## src/alu_slice_params.svh

```systemverilog
// Purpose: constants for the microcoded 16-bit alu slice
// Assumes: one 25 MHz clock, apb register access
// Notes: offsets are byte addresses of aligned 32-bit words
`ifndef ALU_SLICE_PARAMS_SVH
`define ALU_SLICE_PARAMS_SVH

// apb register offsets
`define REG_CTRL_OFS 12'h000
`define REG_STAT_OFS 12'h004
`define REG_RESULT_OFS 12'h008
`define REG_ACCUM_OFS 12'h00c

// control register fields and reset values
`define CTRL_RUN_BIT 0
`define CTRL_RESET 1'b0
`define STATUS_RESET 8'h00
`define WORD_RESET 16'h0000

// status register bit positions
`define STAT_ZERO 0
`define STAT_CARRY 1
`define STAT_NEG 2
`define STAT_OVR 3
`define STAT_LINK 4
`define STAT_FLAG1 5
`define STAT_FLAG2 6
`define STAT_FLAG3 7

// timing: half microcycle and clock period in ns
`define HALF_CYCLE_NS 100
`define CLK_PERIOD_NS 40

`endif

```

## src/alu_slice_pkg.sv

```systemverilog
// Purpose: types shared by the alu slice and its bench
// Assumes: op codes are the enum order, taken from instruction bits {14:13,8:5}
// Notes: codes beyond the last op behave as no-operation
package alu_slice_pkg;

  typedef enum logic [5:0] {
    OP_NOP, OP_MOVE, OP_COMP, OP_NEG, OP_INC, OP_ADD, OP_ADDC, OP_SUB,
    OP_SUBC, OP_AND, OP_NAND, OP_OR, OP_NOR, OP_XOR, OP_XNOR, OP_SHUP,
    OP_SHDN, OP_PRIO, OP_CRC, OP_SETST, OP_RSTST, OP_SETBIT, OP_RSTBIT, OP_ADDP2,
    OP_SUBP2, OP_ROTL, OP_ROTMRG, OP_ROTCMP, OP_TSTBIT, OP_SAVEST, OP_LOADST, OP_TESTST
  } op_t;

  typedef enum logic [1:0] {SRC_RIN, SRC_ACC, SRC_LATCH} rot_src_t;

  typedef enum logic [1:0] {CIN_ZERO, CIN_ONE, CIN_CARRY} cin_sel_t;

  // control word fields from the microsequencer
  typedef struct packed {
    rot_src_t rot_src;
    logic b_from_acc;
    cin_sel_t cin_sel;
    logic dst_rin;
    logic dst_acc;
    logic wr_alt;
    logic [4:0] wr_addr;
  } ctrl_t;

  typedef struct packed {
    logic flag3;
    logic flag2;
    logic flag1;
    logic link;
    logic overflow_flag;
    logic neg;
    logic carry;
    logic zero;
  } status_t;

endpackage : alu_slice_pkg

```

## src/alu_slice.sv

```systemverilog
// Purpose: microcoded 16-bit alu slice with halfword and byte modes
// Assumes: instruction, control word and y bus valid in the first half microcycle
// Notes: registers reached over apb; rule summary follows
// Summary of operation
// - every alu result drives the y bus in the second half.
// - upper eight y bits are unspecified for byte operations.
// - internal store is single-port 32 by 16 ram with output latch.
// - store writes bits 7:0 in byte mode, all sixteen in halfword.
// - store takes separate read and write addresses in one instruction.
// - edge-triggered accumulator loads low byte in byte mode, all otherwise.
// - data latch captures y bus at every microcycle midpoint.
// - rotator turns store, accumulator or latch 0 to 15 places, 0 to 7 in byte mode.
// - alu gives moves, arithmetic, logic, rotate-merge and rotate-compare.
// - carry in comes from mux of zero, one or stored carry.
// - priority encoder gives index of top set bit after masking.
// - status updates after every instruction except nop, save, test status.
// - status bits hold zero, carry, negative, overflow, link, three flags.
// - upper status bits change only by own set/reset or halfword load; link also by shifts.
// - every shift also updates the link bit.
// - status loads from and reads onto y; byte load touches four flags.
// - twelve condition signals from status go to branch condition mux.
// - shifts, crc, prioritize and status set/reset ignore the count field.
// - instruction fields 4:0, 8:5, 12:9, 15:13; bit 15 selects halfword.
// - byte mode operations work only on operand bits 7:0.
//
// Decided for this implementation: register access over APB and the address map.
`include "alu_slice_params.svh"

module alu_slice #(
  parameter int WORD_W = 16,
  parameter int RIN_DEPTH = 32
) (
  // clock and reset
  input wire logic I_CLK,
  input wire logic I_NRST,
  // apb slave
  input wire logic I_PSEL,
  input wire logic I_PENABLE,
  input wire logic I_PWRITE,
  input wire logic [11:0] I_PADDR,
  input wire logic [31:0] I_PWDATA,
  output logic [31:0] O_PRDATA,
  output logic O_PREADY,
  output logic O_PSLVERR,
  // microsequencer control
  input wire logic [15:0] I_INSTR,
  input wire alu_slice_pkg::ctrl_t I_CTRL,
  // y bus
  input wire logic [15:0] I_Y,
  output logic [15:0] O_Y,
  output logic O_Y_OE_N,
  // timing and conditions
  output logic O_SECOND_HALF,
  output logic O_CYCLE_END,
  output logic [11:0] O_COND
);
  import alu_slice_pkg::*;

  localparam int HALF_STEPS = `HALF_CYCLE_NS / `CLK_PERIOD_NS;
  localparam logic [2:0] LAST_STEP = 3'(HALF_STEPS - 1);

  ////////////////////////////////////////////////////////////////////////////
  // microcycle timing
  logic run_reg;
  logic [2:0] step_reg;
  logic half_reg;
  logic mid_edge;
  logic end_edge;

  assign mid_edge = run_reg && !half_reg && (step_reg == LAST_STEP);
  assign end_edge = run_reg && half_reg && (step_reg == LAST_STEP);

  always_ff @(posedge I_CLK or negedge I_NRST) begin
    if (!I_NRST) begin
      step_reg <= 3'h0;
      half_reg <= 1'b0;
    end else if (run_reg) begin
      if (step_reg == LAST_STEP) begin
        step_reg <= 3'h0;
        half_reg <= !half_reg;
      end else begin
        step_reg <= step_reg + 3'h1;
      end
    end
  end

  ////////////////////////////////////////////////////////////////////////////
  // first half capture: instruction, control word, data latch, store latch
  logic [15:0] instr_reg;
  ctrl_t ctrl_reg;
  logic [WORD_W-1:0] latch_reg;
  logic [WORD_W-1:0] rin_latch_reg;
  logic [WORD_W-1:0] rin_mem [RIN_DEPTH];

  always_ff @(posedge I_CLK or negedge I_NRST) begin
    if (!I_NRST) begin
      instr_reg <= 16'h0000;
      ctrl_reg <= '0;
      latch_reg <= `WORD_RESET;
      rin_latch_reg <= `WORD_RESET;
    end else if (mid_edge) begin
      instr_reg <= I_INSTR;
      ctrl_reg <= I_CTRL;
      latch_reg <= I_Y;
      rin_latch_reg <= rin_mem[I_INSTR[4:0]];
    end
  end

  ////////////////////////////////////////////////////////////////////////////
  // instruction fields
  logic byte_mode;
  logic [3:0] cnt_n;
  logic [5:0] op_code;
  op_t op;

  assign byte_mode = !instr_reg[15];
  assign cnt_n = instr_reg[12:9];
  assign op_code = {instr_reg[14:13], instr_reg[8:5]};
  assign op = (op_code <= 6'(OP_TESTST)) ? op_t'(op_code) : OP_NOP;

  ////////////////////////////////////////////////////////////////////////////
  // barrel rotator and operands
  status_t status_reg;
  logic [WORD_W-1:0] acc_reg;
  logic [WORD_W-1:0] rot_in;
  logic [3:0] rot_amt;
  logic [31:0] rot_wide;
  logic [15:0] rot_byte;
  logic [WORD_W-1:0] a;
  logic [WORD_W-1:0] b;
  logic [WORD_W-1:0] m;
  logic cin;

  always_comb begin
    case (ctrl_reg.rot_src)
      SRC_RIN: rot_in = rin_latch_reg;
      SRC_ACC: rot_in = acc_reg;
      default: rot_in = latch_reg;
    endcase
  end

  // count field only turns the rotator for rotate ops
  assign rot_amt = (op == OP_ROTL || op == OP_ROTMRG || op == OP_ROTCMP) ? cnt_n : 4'h0;
  assign rot_wide = {rot_in, rot_in} << rot_amt;
  assign rot_byte = {rot_in[7:0], rot_in[7:0]} << rot_amt[2:0];
  assign a = byte_mode ? {rot_in[15:8], rot_byte[15:8]} : rot_wide[31:16];
  assign b = ctrl_reg.b_from_acc ? acc_reg : latch_reg;
  assign m = latch_reg;

  always_comb begin
    case (ctrl_reg.cin_sel)
      CIN_ZERO: cin = 1'b0;
      CIN_ONE: cin = 1'b1;
      default: cin = status_reg.carry;
    endcase
  end

  ////////////////////////////////////////////////////////////////////////////
  // alu function
  logic [WORD_W-1:0] res;
  logic [WORD_W-1:0] add_a;
  logic [WORD_W-1:0] add_b;
  logic add_c;
  logic use_add;
  logic shift_op;
  logic shift_c;
  logic [WORD_W-1:0] pow;
  logic [WORD_W-1:0] pin;
  logic [WORD_W-1:0] crc_sh;
  logic [16:0] sum;
  logic [8:0] sum_lo;
  logic msb_a;
  logic fb;
  integer i;

  assign pow = 16'(16'h0001 << cnt_n);
  assign pin = byte_mode ? {8'h00, a[7:0] & m[7:0]} : (a & m);
  assign msb_a = byte_mode ? a[7] : a[15];
  assign fb = a[0] ^ status_reg.carry;
  assign crc_sh = byte_mode ? {a[15:8], 1'b0, a[7:1]} : {1'b0, a[15:1]};
  assign sum = {1'b0, add_a} + {1'b0, add_b} + {16'h0000, add_c};
  assign sum_lo = {1'b0, add_a[7:0]} + {1'b0, add_b[7:0]} + {8'h00, add_c};

  always_comb begin
    res = a;
    add_a = a;
    add_b = 16'h0000;
    add_c = 1'b0;
    use_add = 1'b0;
    shift_op = 1'b0;
    shift_c = 1'b0;
    case (op)
      OP_COMP: res = ~a;
      OP_NEG: begin
        add_a = ~a;
        add_c = 1'b1;
        use_add = 1'b1;
      end
      OP_INC: begin
        add_b = 16'h0001;
        use_add = 1'b1;
      end
      OP_ADD: begin
        add_b = b;
        use_add = 1'b1;
      end
      OP_ADDC: begin
        add_b = b;
        add_c = cin;
        use_add = 1'b1;
      end
      OP_SUB: begin
        add_b = ~b;
        add_c = 1'b1;
        use_add = 1'b1;
      end
      OP_SUBC: begin
        add_b = ~b;
        add_c = cin;
        use_add = 1'b1;
      end
      OP_AND: res = a & b;
      OP_NAND: res = ~(a & b);
      OP_OR: res = a | b;
      OP_NOR: res = ~(a | b);
      OP_XOR: res = a ^ b;
      OP_XNOR: res = ~(a ^ b);
      OP_SHUP: begin
        res = byte_mode ? {a[15:8], a[6:0], cin} : {a[14:0], cin};
        shift_op = 1'b1;
        shift_c = msb_a;
      end
      OP_SHDN: begin
        res = byte_mode ? {a[15:8], cin, a[7:1]} : {cin, a[15:1]};
        shift_op = 1'b1;
        shift_c = a[0];
      end
      OP_PRIO: begin
        res = 16'h0000;
        for (i = 0; i < WORD_W; i = i + 1) begin
          if (pin[i]) begin
            res = 16'(i);
          end
        end
      end
      OP_CRC: begin
        res = fb ? (crc_sh ^ m) : crc_sh;
        shift_c = fb;
      end
      OP_SETBIT: res = a | pow;
      OP_RSTBIT: res = a & ~pow;
      OP_ADDP2: begin
        add_b = pow;
        use_add = 1'b1;
      end
      OP_SUBP2: begin
        add_b = ~pow;
        add_c = 1'b1;
        use_add = 1'b1;
      end
      OP_ROTMRG: res = (a & m) | (acc_reg & ~m);
      OP_ROTCMP: res = (a ^ acc_reg) & m;
      OP_TSTBIT: res = a & pow;
      OP_SAVEST: res = {8'h00, status_reg};
      OP_TESTST: res = {8'h00, status_reg};
      OP_LOADST: res = m;
      default: res = a;
    endcase
    if (use_add) begin
      res = sum[15:0];
    end
  end

  ////////////////////////////////////////////////////////////////////////////
  // status next value
  status_t st_next;
  logic res_msb;
  logic res_zero;
  logic add_carry;
  logic add_ovr;
  logic msb_b;
  logic msb_aa;

  assign res_msb = byte_mode ? res[7] : res[15];
  assign res_zero = byte_mode ? (res[7:0] == 8'h00) : (res == 16'h0000);
  assign add_carry = byte_mode ? sum_lo[8] : sum[16];
  assign msb_aa = byte_mode ? add_a[7] : add_a[15];
  assign msb_b = byte_mode ? add_b[7] : add_b[15];
  assign add_ovr = (msb_aa == msb_b) && (res_msb != msb_aa);

  always_comb begin
    st_next = status_reg;
    case (op)
      OP_NOP, OP_SAVEST, OP_TESTST: st_next = status_reg;
      OP_LOADST: begin
        if (byte_mode) begin
          st_next[3:0] = m[3:0];
        end else begin
          st_next = m[7:0];
        end
      end
      OP_SETST, OP_RSTST: begin
        st_next[instr_reg[2:0]] = (op == OP_SETST);
      end
      default: begin
        st_next.zero = res_zero;
        st_next.neg = res_msb;
        st_next.carry = use_add ? add_carry : shift_c;
        st_next.overflow_flag = use_add ? add_ovr : 1'b0;
        if (shift_op) begin
          st_next.link = shift_c;
        end
      end
    endcase
  end

  ////////////////////////////////////////////////////////////////////////////
  // end of microcycle: store, accumulator and status commit
  logic [4:0] wr_addr;
  logic [WORD_W-1:0] result_reg;

  assign wr_addr = ctrl_reg.wr_alt ? ctrl_reg.wr_addr : instr_reg[4:0];

  always_ff @(posedge I_CLK) begin
    if (end_edge && ctrl_reg.dst_rin) begin
      rin_mem[wr_addr][7:0] <= res[7:0];
      if (!byte_mode) begin
        rin_mem[wr_addr][15:8] <= res[15:8];
      end
    end
  end

  always_ff @(posedge I_CLK or negedge I_NRST) begin
    if (!I_NRST) begin
      acc_reg <= `WORD_RESET;
    end else if (end_edge && ctrl_reg.dst_acc) begin
      acc_reg[7:0] <= res[7:0];
      if (!byte_mode) begin
        acc_reg[15:8] <= res[15:8];
      end
    end
  end

  always_ff @(posedge I_CLK or negedge I_NRST) begin
    if (!I_NRST) begin
      status_reg <= `STATUS_RESET;
      result_reg <= `WORD_RESET;
    end else if (end_edge) begin
      status_reg <= st_next;
      result_reg <= res;
    end
  end

  ////////////////////////////////////////////////////////////////////////////
  // y bus drive and timing outputs
  assign O_Y = res;
  assign O_Y_OE_N = !half_reg;
  assign O_SECOND_HALF = half_reg;
  assign O_CYCLE_END = end_edge;

  // branch condition mux inputs
  always_ff @(posedge I_CLK or negedge I_NRST) begin
    if (!I_NRST) begin
      O_COND <= 12'h000;
    end else begin
      O_COND[0] <= (status_reg.neg ^ status_reg.overflow_flag) | status_reg.zero;
      O_COND[1] <= status_reg.neg ^ status_reg.overflow_flag;
      O_COND[2] <= status_reg.zero;
      O_COND[3] <= status_reg.overflow_flag;
      O_COND[4] <= 1'b0;
      O_COND[5] <= status_reg.carry;
      O_COND[6] <= status_reg.zero | !status_reg.carry;
      O_COND[7] <= status_reg.neg;
      O_COND[8] <= status_reg.link;
      O_COND[9] <= status_reg.flag1;
      O_COND[10] <= status_reg.flag2;
      O_COND[11] <= status_reg.flag3;
    end
  end

  ////////////////////////////////////////////////////////////////////////////
  // apb slave
  logic apb_setup;
  logic apb_write;
  logic addr_ok;
  logic [31:0] rd_mux;

  assign apb_setup = I_PSEL && !I_PENABLE;
  assign apb_write = I_PSEL && I_PENABLE && I_PWRITE;
  assign O_PREADY = 1'b1;

  always_comb begin
    addr_ok = 1'b1;
    case (I_PADDR)
      `REG_CTRL_OFS: rd_mux = {31'h00000000, run_reg};
      `REG_STAT_OFS: rd_mux = {24'h000000, status_reg};
      `REG_RESULT_OFS: rd_mux = {16'h0000, result_reg};
      `REG_ACCUM_OFS: rd_mux = {16'h0000, acc_reg};
      default: begin
        rd_mux = 32'h00000000;
        addr_ok = 1'b0;
      end
    endcase
  end

  always_ff @(posedge I_CLK or negedge I_NRST) begin
    if (!I_NRST) begin
      O_PRDATA <= 32'h00000000;
      O_PSLVERR <= 1'b0;
    end else if (apb_setup) begin
      O_PRDATA <= I_PWRITE ? 32'h00000000 : rd_mux;
      O_PSLVERR <= !addr_ok;
    end
  end

  always_ff @(posedge I_CLK or negedge I_NRST) begin
    if (!I_NRST) begin
      run_reg <= `CTRL_RESET;
    end else if (apb_write && I_PADDR == `REG_CTRL_OFS) begin
      run_reg <= I_PWDATA[`CTRL_RUN_BIT];
    end
  end

endmodule : alu_slice

```

## config.mk

```make
export PLATFORM = sky130hd
export DESIGN_NAME = alu_slice
export DESIGN_NICKNAME = d
export VERILOG_FILES = /design/src/alu_slice_pkg.sv /design/src/alu_slice.sv
export VERILOG_INCLUDE_DIRS = /design/src
export SDC_FILE = /design/constraint.sdc
export NUM_CORES = 1
export LEC_CHECK = 0
export ABC_AREA = 1
export BUFFER_PORTS_ARGS = -buffer_cell sky130_fd_sc_hd__buf_2
export CAP_MARGIN = 5
export CORE_AREA = 8 8 298 300
export CTS_CLUSTER_DIAMETER = 150
export DETAILED_ROUTE_END_ITERATION = 10
export DIE_AREA = 0 0 306 308
export SETUP_SLACK_MARGIN = 0.05
export SKIP_LAST_GASP = 1
export SLEW_MARGIN = 20
export SYNTH_ARGS = -nofsm -noshare
export SYNTH_HDL_FRONTEND = slang
export SYNTH_SLANG_ARGS = --single-unit
```

## constraint.sdc

```tcl
create_clock -name I_CLK -period 9.3 [get_ports I_CLK]
set_input_delay 0.93 -clock I_CLK [delete_from_list [all_inputs] [get_ports I_CLK]]
set_output_delay 0.93 -clock I_CLK [all_outputs]
set_load 0.03 [all_outputs]
```

# Word level (Yosys, flattened, before mapping)

Memories as Yosys holds them, arrays and structs flattened. A register that Yosys moved wholly into a read port is not among the register bits.
Cells that the tools add are included.

$add $sub $neg: 5
$mul: 0
Div/mod/pow operators: 0
$lt $le $gt $ge: 3
Eq/ne operators: 39
Shifts and indexed selects: 3
Mux-type cells: 59
Bitwise gates (word level): 25
Reduce and logical (&&, ||, !) cells: 42

Operators with widths:

| cell                                                                   | count |
|---|---|
| 16-bit 2-to-1 mux                                                      | 23 |
| 16-bit case mux with 18 select lines                                   | 1 |
| 16-bit inverter                                                        | 7 |
| 16-bit AND                                                             | 6 |
| 6-bit by 5-bit equality test with 1-bit output, second input constant  | 16 |
| 16-bit case mux with 5 select lines                                    | 1 |
| 16-bit case mux with 4 select lines                                    | 1 |
| 6-bit by 4-bit equality test with 1-bit output, second input constant  | 8 |
| 16-bit bitwise OR                                                      | 3 |
| 16-bit bitwise XOR                                                     | 3 |
| 32-bit 2-to-1 mux                                                      | 1 |
| 16-bit case mux with 2 select lines                                    | 1 |
| 32-bit by 4-bit << shifter with 32-bit output                          | 1 |
| 12-bit by 4-bit equality test with 1-bit output, second input constant | 2 |
| 6-bit by 3-bit equality test with 1-bit output, second input constant  | 4 |
| 1-bit 2-to-1 mux                                                       | 19 |
| 16-bit by 16-bit adder with 17-bit output                              | 1 |
| 17-bit by 1-bit adder with 17-bit output                               | 1 |
| 16-bit zero test                                                       | 1 |
| 1-bit by 4-bit << shifter with 16-bit output, first input constant     | 1 |
| 16-bit by 3-bit << shifter with 16-bit output                          | 1 |
| 5-bit case mux with 3 select lines                                     | 1 |
| 12-bit by 3-bit equality test with 1-bit output, second input constant | 1 |
| 6-bit by 2-bit equality test with 1-bit output, second input constant  | 2 |
| 40 further kinds                                                       | 70 |

Register bits after elaboration: 134
Latch bits: 0
Memory bits (writable): 512
Bits in read-only memories: 0
Input port bits: 94
Output and inout port bits: 65
Memories kept: 1

Memory list:

| memory  | words | width | read ports | clocked after memory_dff | wr ports | RTL line        | text |
|---|---|---|---|---|---|---|---|
| rin_mem | 32    | 16    | 1          | 1                        | 1        | alu_slice.sv:93 | `logic [WORD_W-1:0] rin_mem [RIN_DEPTH];` |

# Longest topological paths before layout

Depth in word-level cells: 32
Depth in mapped cells: 44

# Worst setup path after synthesis

Ideal clock, no wire load.

Path kind: register to output
Start point: reg instr_reg[14]
End point: out O_Y[12]
Arrival: 4.618 ns
Data required time: 8.370 ns
Slack: 3.752 ns
Cell stages (with the launch flop): 30
Path buffers: 1
Cells stage by stage: dfrtp_1 -> inv_2 -> nand2_4 -> nor2_8 -> nand4_2 -> nand2_4 -> buf_6 -> nand3_1 -> nand3_1 -> nand3_1 -> nand3_2 -> nand3_4 -> xor2_1 -> fa_1 -> fa_1 -> o21ai_0 -> a21oi_1 -> o21bai_1 -> nand2_1 -> nand2_1 -> a21oi_1 -> nor2_1 -> nor2_1 -> o21bai_1 -> nand2_1 -> nand2_1 -> a21oi_1 -> nand2_1 -> nand3_1 -> nand2_1

Word-level cells in the longest chain between the ends: 25
Elaborated cells on any way between the ends: 85
Those cells by class: 2 x add/sub; 1 x order compare; 28 x eq/ne; 2 x shift; 27 x mux; 17 x bitwise; 8 x reduce/logical

RTL lines:

| what                                                                                                                  | RTL line                           | text |
|---|---|---|
| start: declaration                                                                                                    | alu_slice.sv:89                    | `logic [15:0] instr_reg;` |
| start signal: assignment                                                                                              | alu_slice.sv:97                    | `instr_reg <= 16'h0000;` |
| start signal: assignment                                                                                              | alu_slice.sv:102                   | `instr_reg <= I_INSTR;` |
| 6-bit by 5-bit <= comparator with 1-bit output                                                                        | alu_slice.sv:119                   | `assign op = (op_code <= 6'(OP_TESTST)) ? op_t'(op_code) : OP_NOP;` |
| 6-bit 2-to-1 mux (*)                                                                                                  | alu_slice.sv:119                   |  |
| 6-bit by 5-bit equality test with 1-bit output, on equally long branches                                              | alu_slice.sv:143, alu_slice.sv:192 |  |
| 1-bit logical OR (2 in a row)                                                                                         | alu_slice.sv:143                   | `assign rot_amt = (op == OP_ROTL \|\| op == OP_ROTMRG \|\| op == OP_ROTCMP) ? cnt_n : 4'h0;` |
| 4-bit 2-to-1 mux                                                                                                      | alu_slice.sv:143                   |  |
| 32-bit by 4-bit << shifter with 32-bit output / 16-bit by 3-bit << shifter with 16-bit output (equally long branches) | alu_slice.sv:144, alu_slice.sv:145 |  |
| 16-bit 2-to-1 mux                                                                                                     | alu_slice.sv:146                   | `assign a = byte_mode ? {rot_in[15:8], rot_byte[15:8]} : rot_wide[31:16];` |
| 8-bit AND / 16-bit AND (equally long branches)                                                                        | alu_slice.sv:177, alu_slice.sv:261 |  |
| 16-bit 2-to-1 mux                                                                                                     | alu_slice.sv:177                   | `assign pin = byte_mode ? {8'h00, a[7:0] & m[7:0]} : (a & m);` |
| 16-bit 2-to-1 mux (13 in a row)                                                                                       | alu_slice.sv:241                   | `if (pin[i]) begin` |
| 16-bit case mux with 18 select lines                                                                                  | alu_slice.sv:192                   | `case (op)` |
| 16-bit 2-to-1 mux (*)                                                                                                 | alu_slice.sv:269                   | `if (use_add) begin` |
| end: declaration                                                                                                      | alu_slice.sv:50                    | `output logic [15:0] O_Y,` |

Every way passes the cells marked *; elsewhere a longest branch is shown, timed or not.

# Worst setup path after layout

Start point: reg instr_reg[13]
End point: out O_Y[12]

The elaborated chain is that of the path after synthesis.

==> flow_summary.rst <==
.. list-table::
   :header-rows: 1

   * - Metric
     - Value
   * - Number of setup buffers added after CTS
     - 0
   * - Category of the worst setup path launch point
     - flop
   * - Data required time at the worst endpoint
     - 8370 ps
   * - Avg Synthesized Cell Area
     - 9.77 um^2
   * - Logic pwr share
     - 3.2%
   * - Register Area
     - 0.0187 mm^2
   * - Clock skew
     - 30.0 ps
   * - Flip-flop count of the largest register after layout
     - 512
   * - Area of the multi-input gates
     - 0.0125 mm^2
   * - Worst slew margin relative to its limit
     - 26.6%
   * - Most common library cells after synthesis
     - 558 x sky130_fd_sc_hd__nand2_1, 512 x sky130_fd_sc_hd__edfxtp_1, 359 x sky130_fd_sc_hd__o21ai_0
   * - Leakage power of the design
     - 15.4 nW
   * - Die outline area
     - 0.0942 mm^2
   * - Synth async-reset ratio
     - 20.7%
   * - Root Buffer Master
     - sky130_fd_sc_hd__clkbuf_16
   * - Synthesized instance count
     - 3,409
   * - Critical Path Most Common Cell
     - sky130_fd_sc_hd__nand2_1
   * - Ranking of synthesized cells by area
     - sky130_fd_sc_hd__edfxtp_1 46%, sky130_fd_sc_hd__dfrtp_1 10%, sky130_fd_sc_hd__nand2_1 6.3%
   * - Critical Setup Path Class
     - flop to output port
   * - Status
     - complete, no violations
   * - Std-Cell Rows
     - 107
   * - Slowest CP cell
     - sky130_fd_sc_hd__nand2_1
   * - Violation count after the first detailed-routing iteration
     - 2,704
   * - Most area-hungry cell type in the Yosys netlist
     - sky130_fd_sc_hd__edfxtp_1
   * - Number of clock sinks
     - 646
   * - DRC violations left
     - 0
   * - Period Utilization, post-route
     - 85.1%
   * - Highest cell delay on the worst timing path
     - 550 ps
   * - Pin count of the biggest net entering global routing
     - 147
   * - Via density
     - 5.64
   * - Seq/Total Area, Yosys
     - 56.2%
   * - Category of the worst setup path capture point
     - output port
   * - Resized Gates After CTS
     - 0
   * - Number of CTS-inserted buffers
     - 71
   * - Boundary pin count
     - 159
   * - Wirelength, routed
     - 110 mm
   * - Max Clock Freq
     - 126 MHz
   * - Filler Cells Inserted
     - 7,982
   * - Instance area at placement
     - 0.0350 mm^2
   * - Clock network fraction of total power
     - 46.5%
   * - Clock insertion delay at the later pin of the skew report
     - 630 ps
   * - RSZ-0062 raised after global routing
     - false
   * - Internal power contribution
     - 4.82 mW
   * - Post-DP HPWL
     - 75.1 mm
   * - Measured slew at the worst slew-check pin
     - 1090 ps
   * - Netlist Area Pre-Place
     - 0.0333 mm^2
   * - Aggregate global-route resource usage
     - 22.7%
   * - Max-cap viol count
     - 0
   * - Worst Hold Margin
     - 396 ps
   * - Wire length of the first global-routing pass
     - 163 mm
   * - Share of post-route cells with drive strength above 1
     - 11.4%
   * - Top cell type's share of synthesized area
     - 46.1%
   * - Period minus WS final
     - 7910 ps
   * - Switching power as a share of total power
     - 21.8%
   * - Bufs and invs on worst path
     - 4
   * - Power density over cell area
     - 165 mW/mm^2
   * - Syn-to-layout area delta
     - 12.3%
   * - Post-synth cell types
     - 69
   * - Cell family with the largest share of critical-path delay
     - simple AND/OR/NAND/NOR gates
   * - Power dissipated by switching net loads
     - 1.34 mW
   * - Worst hold path class
     - input pin to async pin
   * - Post-route cell area
     - 0.0374 mm^2
   * - Average wire per cell in the routed design
     - 23.7 um
   * - Warnings, synthesis
     - 0
   * - Number of vias after detailed routing
     - 26,100
   * - Maximum fanout along the worst path
     - 20
   * - Maximum resistive drop on vdd
     - 0.153 mV
   * - I/O Buffers
     - 109
   * - R2r setup slk
     - 2200 ps
   * - Number of synthesized register bits
     - 646
   * - Flip-flop cell with the highest count after synthesis
     - sky130_fd_sc_hd__edfxtp_1
   * - Core area
     - 0.0842 mm^2
   * - Summed negative setup slack over all endpoints
     - 0 ps
   * - Max Transition Viols Final
     - 0
   * - Clock transition at the registers of the reported paths
     - 60 ps
   * - Final Hold Fails
     - 0
   * - Register name with the most flops
     - rin_mem
   * - Number of antenna violations at the first check in global routing
     - 3
   * - Die Y-Extent
     - 308 um
   * - Final weighted congestion in routability-driven placement
     - 1.00
   * - GRT Residual Overflow
     - 0
   * - Count of hold-fix buffers inserted at cts
     - 0
   * - Vias in the first global route
     - 24,900
   * - CTS H-tree lvls
     - 3
   * - Most repeated cell in the gate-level netlist after synthesis
     - sky130_fd_sc_hd__nand2_1
   * - Width of the die
     - 306 um
   * - Length of the first detailed-routing pass in iterations
     - 6
   * - Final Setup Violations
     - 0
   * - Starting Density
     - 39.6%
   * - CTS tree
     - yes
   * - Count of flip-flops with a built-in enable after synthesis
     - 512
   * - Sequential share of power
     - 50.3%
   * - Final-stage net count
     - 3,629
   * - Number of antenna-violating nets in the routed design
     - 0
   * - Clock buffer depth
     - 3
   * - Signal arrival time at the worst endpoint
     - 6980 ps
## power by group through the flow
stage                     Clock [mW]  Sequential [mW]  Combinational, mW
after global placement             0             3.15              0.200
after global routing            3.01             3.09              0.219
after detailed placement           0             3.15              0.202
after floorplan                    0             3.15              0.134
after CTS                       2.90             3.09              0.202
final                           2.86             3.09              0.200
## metal layers
metal / global-route usage, % / routed length (um) / up-vias
met5: 0 / 9 / -
met4: 11.3 / 5950 / 2
met3: 4.15 / 8740 / 297
met2: 35.3 / 48500 / 1179
met1: 30.6 / 46600 / 12500
li1: - / - / 12100
## through the flow
step           setup WS (ps)  power, mW  util [%]  std cells
2_1_floorplan           3750       3.28         -       3425
3_3_place_gp            2260       3.35      41.6       4503
3_5_place_dp            2230       3.36      41.6       4503
4_1_cts                 1550       6.20      44.4       4630
5_1_grt                  969       6.32      44.4       4630
6_report                1390       6.16      44.4       4631
## kinds of logic (layout without fill, tap and decap cells)
family,Yosys count,after routing,synth area share [%]
other,2,19,0.0225
multiplexers,131,131,3.94
buffers and inverters,550,665,6.72
AND/OR/NAND/NOR,1114,1114,14.8
XOR/XNOR,38,38,0.999
flip-flops,646,646,56.2
AO/OA/AOI/OAI,879,879,15.5
adder cells (fa/ha/maj),49,49,1.89
## cell usage in the layout (no fill, tap or decap), types with 76 or more instances in the layout
cell | netlist | final
sky130_fd_sc_hd__nand3_1 | 173 | 173
sky130_fd_sc_hd__a21oi_1 | 231 | 231
sky130_fd_sc_hd__mux2i_1 | 130 | 130
sky130_fd_sc_hd__nor2_1 | 217 | 213
sky130_fd_sc_hd__nand2_1 | 558 | 557
sky130_fd_sc_hd__o21ai_0 | 359 | 359
sky130_fd_sc_hd__buf_4 | 23 | 76
sky130_fd_sc_hd__buf_2 | 14 | 106
sky130_fd_sc_hd__o211ai_1 | 147 | 147
sky130_fd_sc_hd__dfrtp_1 | 134 | 134
sky130_fd_sc_hd__edfxtp_1 | 512 | 512
sky130_fd_sc_hd__inv_1 | 317 | 316
## worst paths after layout
check	start	to	depth (start not counted)
max	instr_reg[13]	O_Y[12]	29
min	I_NRST	instr_reg[15]	1
max reg2reg	instr_reg[13]	status_reg[0]	33
min reg2reg	status_reg[6]	O_COND[10]	0
max in group asynchronous	I_NRST	ctrl_reg[2]	2
min in group I_CLK	status_reg[6]	O_COND[10]	0
## worst reg2reg max path: cells and delay by family, from the launching register on
family                   cells  cell delay (ps)
AND/OR/NAND/NOR             18             3000
AO/OA/AOI/OAI                9             1890
buffers and inverters        4              970
flip-flops                   1              500
adder cells (fa/ha/maj)      1              370
XOR/XNOR                     1              340
## layout make-up
| cell class | count | share of cell area (%) |
|---|---|---|
| Timing Repair Buffer | 185 | 3.07 |
| Sequential cell | 646 | 50.1 |
| Clock inverter | 33 | 1.15 |
| Clock buffer | 94 | 5.15 |
| Antenna cell | 1 | 0.00669 |
| Multi-Input combinational cell | 2229 | 33.3 |
| Inverter | 353 | 3.57 |
| Tap cell | 1090 | 3.65 |
Note: power is estimated with default switching activity, not from simulation.
